### src/hdl/rf_timer_cfg.svh
// register indices, field positions, reset values and timing counts of the timer section
`ifndef RF_TIMER_CFG_SVH
`define RF_TIMER_CFG_SVH
`define RFT_IDX_RUN       6'h0e
`define RFT_IDX_T0CFG     6'h0f
`define RFT_IDX_RLD_HI    6'h10
`define RFT_IDX_RLD_LO    6'h11
`define RFT_IDX_CNT_HI    6'h12
`define RFT_IDX_CNT_LO    6'h13
`define RFT_IDX_IRQ_STAT  6'h20
`define RFT_IDX_IRQ_EN    6'h21
`define RFT_IDX_IRQ_CLR   6'h22
`define RFT_IDX_AUX_RLD1  6'h23
`define RFT_IDX_AUX_RLD2  6'h24
`define RFT_IDX_AUX_RLD3  6'h25
`define RFT_RUN_POS       4
`define RFT_MASK_POS      0
`define RFT_T0CFG_RESET   8'h00
`define RFT_RLD_RESET     16'h0000
`define RFT_FAST_HZ       13560000
`define RFT_SLOW_HZ       211875
`define RFT_SLOW_DIV      (`RFT_FAST_HZ / `RFT_SLOW_HZ)
`endif

### src/hdl/rf_timer_pkg.sv
// types shared by the timer section
package rf_timer_pkg;
  typedef enum logic [1:0] {
    START_MANUAL    = 2'h0,
    START_TX_END    = 2'h1,
    START_LFO       = 2'h2,
    START_LFO_UFLOW = 2'h3
  } start_mode_type;

  typedef enum logic [1:0] {
    CLK_FAST   = 2'h0,
    CLK_SLOW   = 2'h1,
    CLK_TIMER2 = 2'h2,
    CLK_TIMER1 = 2'h3
  } input_clock_type;

  typedef struct packed {
    logic            stopOnReceive;
    logic            rsvd6;
    start_mode_type  startModeSelect;
    logic            autoReloadEnable;
    logic            rsvd2;
    input_clock_type inputClockSelect;
  } timer_zero_config_type;

  typedef struct packed {
    logic [7:0]  addr;
    logic        write;
    logic [31:0] wdata;
  } apb_request_type;

  typedef enum logic [1:0] {
    BUS_IDLE = 2'b01,
    BUS_DONE = 2'b10
  } bus_state_type;
endpackage : rf_timer_pkg

### src/hdl/rf_frontend_timer_control.sv
// timer section control with apb register access
// Overview of operation
// - masked write updates only selected run bits
// - run bits 7..4 show timers 3..0 live
// - masked one starts, masked zero stops
// - stop timer0 after first received bits
// - stop-on-receive ignored in lfo modes
// - mode 00 manual, 01 starts at tx end
// - modes 10/11 lfo trimming, rising edges
// - auto-restart reloads, otherwise stop at zero; mode 10 holds timer0 at zero, running, with no underflow
// - underflow sets sticky interrupt flag
// - clock select 00 fast, 01 slow
// - clock select 10 timer2, 11 timer1 underflow
// - start event loads 16-bit reload value
// - reload writes apply at next start
//
// Local design decision: the APB interface to the registers.
`timescale 1ns/1ps
`include "rf_timer_cfg.svh"

module rf_frontend_timer_control #(
  parameter int TIMERS = 4
) (
  input  wire logic        clk,
  input  wire logic        reset,
  input  wire logic        psel,
  input  wire logic        penable,
  input  wire logic        pwrite,
  input  wire logic [7:0]  paddr,
  input  wire logic [31:0] pwdata,
  output logic      [31:0] prdata,
  output logic             pready,
  output logic             pslverr,
  input  wire logic        rfCarrier,
  input  wire logic        lfoPin,
  input  wire logic        txEnd,
  input  wire logic        rxFirstBits,
  output logic             irq,
  output logic [3:0]       timerRunning
);

  rf_timer_pkg::apb_request_type       req;
  rf_timer_pkg::bus_state_type         busState;
  rf_timer_pkg::bus_state_type         next_busState;
  rf_timer_pkg::timer_zero_config_type t0cfg;
  rf_timer_pkg::timer_zero_config_type next_t0cfg;
  logic [3:0]  runFlag;
  logic [3:0]  next_runFlag;
  logic [15:0] count [TIMERS];
  logic [15:0] next_count [TIMERS];
  logic [15:0] reloadVal [TIMERS];
  logic [15:0] next_reloadVal [TIMERS];
  logic [3:0]  uflow;
  logic [3:0]  next_uflow;
  logic [3:0]  status;
  logic [3:0]  next_status;
  logic [3:0]  enable;
  logic [3:0]  next_enable;
  logic [5:0]  divider;
  logic [5:0]  next_divider;
  logic [1:0]  carrierSync;
  logic        carrierLast;
  logic [1:0]  lfoSync;
  logic        lfoLast;
  logic [31:0] next_prdata;
  logic        next_pslverr;
  logic        next_irq;
  logic        fastTick;
  logic        slowTick;
  logic        lfoEdge;
  logic [3:0]  tick;
  logic [5:0]  index;
  logic        writeNow;
  logic        readNow;
  logic [3:0]  clearMask;
  logic        mapped;

  function automatic logic [3:0] maskedRun(
    input logic [3:0] run,
    input logic [7:0] wr
  );
    logic [3:0] mask;
    logic [3:0] value;
    mask  = wr[`RFT_MASK_POS +: 4];
    value = wr[`RFT_RUN_POS +: 4];
    return (run & ~mask) | (value & mask);
  endfunction : maskedRun

  function automatic logic pickTick(
    input rf_timer_pkg::input_clock_type sel,
    input logic                          fast,
    input logic                          slow,
    input logic                          u2,
    input logic                          u1
  );
    logic t;
    t = fast;
    unique case (sel)
      rf_timer_pkg::CLK_FAST:   t = fast;
      rf_timer_pkg::CLK_SLOW:   t = slow;
      rf_timer_pkg::CLK_TIMER2: t = u2;
      rf_timer_pkg::CLK_TIMER1: t = u1;
    endcase
    return t;
  endfunction : pickTick

  assign req          = '{addr: paddr, write: pwrite, wdata: pwdata};
  assign index        = req.addr[7:2];
  assign pready       = busState[1];
  assign timerRunning = runFlag;

  // pins are sampled through two flops; only the second is read
  assign fastTick = carrierSync[1] & ~carrierLast;
  assign slowTick = fastTick & (divider == 6'(`RFT_SLOW_DIV - 1));
  assign lfoEdge  = lfoSync[1] & ~lfoLast;

  // cascade uses last cycle's underflow, so a chain adds one cycle per stage
  always_comb begin
    tick    = {4{fastTick}};
    tick[0] = pickTick(t0cfg.inputClockSelect, fastTick, slowTick, uflow[2], uflow[1]);
  end

  // unmapped indices answer with pslverr and read as zero
  always_comb begin
    mapped = 1'b1;
    unique case (index)
      `RFT_IDX_RUN,
      `RFT_IDX_T0CFG,
      `RFT_IDX_RLD_HI,
      `RFT_IDX_RLD_LO,
      `RFT_IDX_CNT_HI,
      `RFT_IDX_CNT_LO,
      `RFT_IDX_IRQ_STAT,
      `RFT_IDX_IRQ_EN,
      `RFT_IDX_IRQ_CLR,
      `RFT_IDX_AUX_RLD1,
      `RFT_IDX_AUX_RLD2,
      `RFT_IDX_AUX_RLD3: mapped = 1'b1;
      default: mapped = 1'b0;
    endcase
  end

  // a write lands on the edge that samples pready, never on the first access edge
  always_comb begin
    next_busState = busState;
    readNow       = 1'b0;
    writeNow      = 1'b0;
    unique case (busState)
      rf_timer_pkg::BUS_IDLE: begin
        if (psel && penable) begin
          next_busState = rf_timer_pkg::BUS_DONE;
          readNow       = 1'b1;
        end
      end
      rf_timer_pkg::BUS_DONE: begin
        next_busState = rf_timer_pkg::BUS_IDLE;
        writeNow      = psel & penable & req.write & mapped;
      end
    endcase
  end

  always_comb begin
    next_prdata  = prdata;
    next_pslverr = pslverr;
    if (readNow) begin
      next_prdata  = 32'h0;
      next_pslverr = ~mapped;
      unique case (index)
        `RFT_IDX_RUN:      next_prdata[7:0]  = {runFlag, 4'h0};
        `RFT_IDX_T0CFG:    next_prdata[7:0]  = t0cfg;
        `RFT_IDX_RLD_HI:   next_prdata[7:0]  = reloadVal[0][15:8];
        `RFT_IDX_RLD_LO:   next_prdata[7:0]  = reloadVal[0][7:0];
        `RFT_IDX_CNT_HI:   next_prdata[7:0]  = count[0][15:8];
        `RFT_IDX_CNT_LO:   next_prdata[7:0]  = count[0][7:0];
        `RFT_IDX_IRQ_STAT: next_prdata[3:0]  = status;
        `RFT_IDX_IRQ_EN:   next_prdata[3:0]  = enable;
        `RFT_IDX_IRQ_CLR:  next_prdata       = 32'h0; // clear register is write-only
        `RFT_IDX_AUX_RLD1: next_prdata[15:0] = reloadVal[1];
        `RFT_IDX_AUX_RLD2: next_prdata[15:0] = reloadVal[2];
        `RFT_IDX_AUX_RLD3: next_prdata[15:0] = reloadVal[3];
        default:           next_prdata       = 32'h0;
      endcase
    end
  end

  always_comb begin
    next_t0cfg     = t0cfg;
    next_enable    = enable;
    next_reloadVal = reloadVal;
    clearMask      = 4'h0;
    if (writeNow) begin
      unique case (index)
        `RFT_IDX_T0CFG: begin
          next_t0cfg       = req.wdata[7:0];
          next_t0cfg.rsvd6 = 1'b0;
          next_t0cfg.rsvd2 = 1'b0;
        end
        // reload bytes only feed the next start, the count is untouched
        `RFT_IDX_RLD_HI:   next_reloadVal[0][15:8] = req.wdata[7:0];
        `RFT_IDX_RLD_LO:   next_reloadVal[0][7:0]  = req.wdata[7:0];
        `RFT_IDX_IRQ_EN:   next_enable             = req.wdata[3:0];
        `RFT_IDX_IRQ_CLR:  clearMask               = req.wdata[3:0];
        `RFT_IDX_AUX_RLD1: next_reloadVal[1]       = req.wdata[15:0];
        `RFT_IDX_AUX_RLD2: next_reloadVal[2]       = req.wdata[15:0];
        `RFT_IDX_AUX_RLD3: next_reloadVal[3]       = req.wdata[15:0];
        `RFT_IDX_IRQ_STAT: begin
          // status only falls through the clear register, so direct writes are dropped
        end
        default: begin
        end
      endcase
    end
  end

  always_comb begin
    logic [3:0] swRun;
    logic [3:0] swMask;
    logic       lfoMode;
    swRun        = maskedRun(runFlag, req.wdata[7:0]);
    swMask       = writeNow && (index == `RFT_IDX_RUN) ? req.wdata[3:0] : 4'h0;
    lfoMode      = t0cfg.startModeSelect[1];
    next_runFlag = runFlag;
    next_count   = count;
    next_uflow   = 4'h0;
    for (int i = 0; i < TIMERS; i++) begin
      if (runFlag[i] && tick[i]) begin
        if (count[i] != 16'h0) begin
          next_count[i] = count[i] - 16'h1;
        end else if (i == 0 && t0cfg.startModeSelect == rf_timer_pkg::START_LFO) begin
          next_count[i] = count[i];
        end else begin
          next_uflow[i] = 1'b1;
          if (i == 0 && t0cfg.autoReloadEnable) begin
            next_count[i] = reloadVal[i];
          end else begin
            next_runFlag[i] = 1'b0;
          end
        end
      end
    end
    if (t0cfg.stopOnReceive && !lfoMode && rxFirstBits) begin
      next_runFlag[0] = 1'b0;
    end
    if (t0cfg.startModeSelect == rf_timer_pkg::START_TX_END && txEnd) begin
      next_runFlag[0] = 1'b1;
      next_count[0]   = reloadVal[0];
    end
    if (lfoMode && lfoEdge) begin
      next_runFlag[0] = ~runFlag[0];
      next_count[0]   = runFlag[0] ? next_count[0] : reloadVal[0];
    end
    // software has the last word over the automatic events of the same cycle
    for (int i = 0; i < TIMERS; i++) begin
      if (swMask[i]) begin
        next_runFlag[i] = swRun[i];
        if (swRun[i]) begin
          next_count[i] = reloadVal[i];
        end
      end
    end
  end

  always_comb begin
    next_divider = fastTick ? 6'(divider + 6'h1) : divider;
    next_status  = (status & ~clearMask) | next_uflow;
    next_irq     = |(next_status & next_enable);
  end

  always_ff @(posedge clk or posedge reset) begin
    if (reset) begin
      busState    <= rf_timer_pkg::BUS_IDLE;
      prdata      <= 32'h0;
      pslverr     <= 1'b0;
      t0cfg       <= `RFT_T0CFG_RESET;
      runFlag     <= 4'h0;
      uflow       <= 4'h0;
      status      <= 4'h0;
      enable      <= 4'h0;
      irq         <= 1'b0;
      divider     <= 6'h0;
      carrierSync <= 2'h0;
      carrierLast <= 1'b0;
      lfoSync     <= 2'h0;
      lfoLast     <= 1'b0;
      for (int i = 0; i < TIMERS; i++) begin
        count[i]     <= 16'h0;
        reloadVal[i] <= `RFT_RLD_RESET;
      end
    end else begin
      busState    <= next_busState;
      prdata      <= next_prdata;
      pslverr     <= next_pslverr;
      t0cfg       <= next_t0cfg;
      runFlag     <= next_runFlag;
      uflow       <= next_uflow;
      status      <= next_status;
      enable      <= next_enable;
      irq         <= next_irq;
      divider     <= next_divider;
      carrierSync <= {carrierSync[0], rfCarrier};
      carrierLast <= carrierSync[1];
      lfoSync     <= {lfoSync[0], lfoPin};
      lfoLast     <= lfoSync[1];
      count       <= next_count;
      reloadVal   <= next_reloadVal;
    end
  end

endmodule : rf_frontend_timer_control

### config.mk
export PLATFORM = sky130hd
export DESIGN_NAME = rf_frontend_timer_control
export DESIGN_NICKNAME = d
export VERILOG_FILES = /design/src/hdl/rf_timer_pkg.sv /design/src/hdl/rf_frontend_timer_control.sv
export VERILOG_INCLUDE_DIRS = /design/src /design/src/hdl
export SDC_FILE = /design/constraint.sdc
export NUM_CORES = 1
export LEC_CHECK = 0
export ABC_AREA = 1
export BUFFER_PORTS_ARGS = -buffer_cell sky130_fd_sc_hd__buf_2
export CORE_ASPECT_RATIO = 0.8
export CORE_MARGIN = 2
export CORE_UTILIZATION = 45
export CTS_BUF_LIST = sky130_fd_sc_hd__clkbuf_4 sky130_fd_sc_hd__clkbuf_8
export DETAILED_ROUTE_END_ITERATION = 12
export PLACE_DENSITY = 0.67
export SLEW_MARGIN = 20
export SYNTH_ARGS = -nofsm -noshare
export SYNTH_HDL_FRONTEND = slang
export SYNTH_SLANG_ARGS = --single-unit
### constraint.sdc
create_clock -name clk -period 6.85 [get_ports clk]
set_clock_uncertainty 0.05 [all_clocks]
set_input_delay 0.3425 -clock clk [delete_from_list [all_inputs] [get_ports clk]]
set_output_delay 0.3425 -clock clk [all_outputs]
set_load 0.1 [all_outputs]
==> results.md <==
* Clock network fraction of design power at 0.352
* Die height at 140 µm
* Top FF cell, synth: dfrtp_1
* Cell variety after synth at 41
* Slew @ Worst Pin at 1140 ps
* Post-synthesis mux area share at 0
* Initial antenna violation count at 3
* Synth Area per Inst at 7.18 µm²
* Drt first pass iters at 6
* CP top delay family: simple AND/OR/NAND/NOR gates
* Final setup violation count at 0
* Area of the multi-input gates at 5050 µm²
* Relative slew slack at 0.238
* Vias in the first global route at 8755
* Synthesis-stage register bit count at 180
* Layout Cells excl Fill at 1805
* Sequential fraction of the synthesis area at 0.432
* Largest family of logic cells by synthesized area: simple AND/OR/NAND/NOR gates
* Flop pwr share at 0.461
* Tmin final at 3250 ps
* Clock root buffer: clkbuf_8
* Final Wtd Congestion at 0.993
* Clock transition at path regs at 90 ps
* Clk sinks at 180
* Number of flops mapped to enable cells by yosys at 0
* Drc violations at 0
* Initial core utilization at 0.461
* Io pins at 88
* Hold Fails Final Rpt at 1
* DIE AREA at 24400 µm²
* CP max stage delay at 830 ps
* Cell internal pwr at 0.00173 W
* Total gr overflow at 0
* Most common cell after layout, fill and taps aside: nand2_1
* Largest net degree at the start of global routing at 118
* Top-area cell type share of the netlist area at 0.429
* Switching share of power at 0.328
* Post-synthesis compound-gate area fraction at 0.130
* Simple-Gate Fraction of Synth Area at 0.292
* Global-route wire length before repair at 48200 µm
* Buffers & Inverters on Critical Path at 5
* Crit-path max FO at 15
* Fin Setup TNS at 0 ps
* Post-Synth Adder-Cell Area at 0.0108
* Fin area at 11400 µm²
* RSZ-0062 raised after global routing: false
* Clock H-tree levels at 4
* Via count at 9692
* Leading area contributor after synthesis: dfrtp_1
* Fill cells at 2272
* CP Launch Type: flip-flop
* Worst setup EP type: flip-flop
* R2R Setup Slk at 3600 ps
* Storage cell area at 4510 µm²
* Pwr/cell area at 226 nW/µm²
* Combinational cell fraction of total power at 0.187
* CP dominant cell by count: inv_1
* Worst skew pair latency at 480 ps
* Final WL at 30400 µm
* Part of the cycle the worst path needs at 0.475
* Num rows at 49
* CP Cell Sequence: inv_1 -> nor2_1 -> inv_1 -> nor2_1 -> inv_1 -> nor2_1 -> inv_1 -> nand2_1 -> nand2_1 -> nand2_1 -> inv_1 -> nand2_1
* WS Path Type: flip-flop to flip-flop
* Ys Warns at 0
* Inserted Clock Buffers at 17
* Total track usage at 0.254
* DR WL/cell at 16.8 µm
* Worst hold margin at -1.13 ps
* Nets@finish at 1543
* CTS max path bufs at 2
* Post-DRT Antenna Nets at 0
* Worst Path Required at 7210 ps
* Vias per std cell at 5.37
* Hold Crit Class: input port to asynchronous set/reset pin
* Failing checks: negative hold slack
* Core area at 22600 µm²
* Most frequent cells in the layout: nand2_1, dfrtp_1, nor2_1
* Hpwl dp at 22100 µm
* Synthesized cell area at 10400 µm²
* Slowest-stage cell, CP: nor2_1
* NetSw at 0.000844 W
* Post-Synthesis Cells at 1453
* IO Port Bufs at 53
* Placed Area at 10800 µm²
* XOR/XNOR share of the synthesized area at 0.0453
* 1st-iter DRT viols at 962
* Leakage Power at 5.74 nW
* Worst EP arrival at 3610 ps
* Die W at 174 µm
* Layout area overhead at 8.97%
* Status: complete, but fails checks
* Asr flop ratio synth at 1.00
* Slew Limit Fails at 0
* Layout cells sized above 1 at 0.0741
* Max-cap violations at 0
* Achievable Freq at 307 MHz
* CTS tree: built
* Pwr Total at 0.00257 W
* VDD IR-drop max at 0.137 mV
* Area contributors post-synth: dfrtp_1, nand2_1, o21ai_0
* Dpl cells at 1770
## logic make-up (layout without fill, tap and decap cells)
family / Yosys count / count (layout)
other: 1 / 18
buffers and inverters: 227 / 256
adders and majority gates: 9 / 9
and+or+nand+nor: 730 / 730
DFF: 180 / 180
AOI/OAI and AO/OA: 252 / 252
xor gates and xnor gates: 54 / 54
## cells in the mapped netlist, drive strengths merged (2+ instances only)
| cell | instances |
|---|---|
| nand2 | 420 |
| dfrtp | 179 |
| o21ai | 172 |
| nor2 | 170 |
| inv | 167 |
| nand3 | 101 |
| xor2 | 48 |
| a21oi | 39 |
| buf | 35 |
| clkbuf | 24 |
| o22ai | 22 |
| nand4 | 15 |
| nor3 | 15 |
| ha | 9 |
| a221oi | 8 |
| nor4 | 8 |
| xnor2 | 6 |
| o211ai | 4 |
| o2111ai | 2 |
## worst paths after layout
check / startpoint / endpoint / cells past startpoint
max in group asynchronous: reset / reloadVal[18]$_DFFE_PP0P_ / 3
worst min register to register: carrierSync[0]$_DFF_PP0_ / carrierSync[1]$_DFF_PP0_ / 0
min in group clk: pwdata[12] / reloadVal[44]$_DFFE_PP0P_ / 3
worst max register to register: carrierSync[1]$_DFF_PP0_ / irq$_DFF_PP0_ / 12
worst max-delay path: carrierSync[1]$_DFF_PP0_ / irq$_DFF_PP0_ / 12
worst min-delay path: reset / count[47]$_DFF_PP0_ / 2
## stage by stage
stage | setup slack, ps | util
CTS | 3640 | 0.502
detailed placement | 3540 | 0.480
global placement | 3510 | 0.480
floorplan | 1570 | -
global route | 3340 | 0.503
finish | 3600 | 0.503
## power groups by stage
stage	Combinational [W]	Sequential, W	Clock, W
floorplan	0.000283	0.00129	0
global placement	0.000466	0.00120	0
detailed placement	0.000476	0.00121	0
CTS	0.000479	0.00119	0.000923
global route	0.000533	0.00120	0.000969
finish	0.000482	0.00119	0.000907
## routing by layer
layer	global-route usage	wire length [µm]
met1	0.393	14900
met2	0.350	12200
met3	0.0649	2870
met4	0.0646	500
met5	0	13
## registers in the layout, summed over array words and instances (netlist names)
| register | flops |
|---|---|
| busState | 2 |
| carrierLast | 1 |
| carrierSync | 2 |
| count | 64 |
| divider | 6 |
| enable | 4 |
| irq | 1 |
| lfoLast | 1 |
| lfoSync | 2 |
| prdata | 16 |
| pslverr | 1 |
| reloadVal | 64 |
| status | 4 |
| t0cfg | 6 |
| timerRunning | 4 |
| uflow | 2 |
## timing repair
item	in CTS	in global routing
hold buffers	2	0
resized for setup	0	0
buffers inserted	0	0
hold endpoints to repair	2	0
## cell type report
cell class                 count  area share
sequential                   180       0.396
inverter                     168      0.0561
clock inverter                13      0.0215
timing repair buffer          57      0.0264
multi-input combinational   1061       0.444
tap                          306      0.0337
clock buffer                  18      0.0218
antenna                        2    0.000440
(Power assumes the default switching activity.)
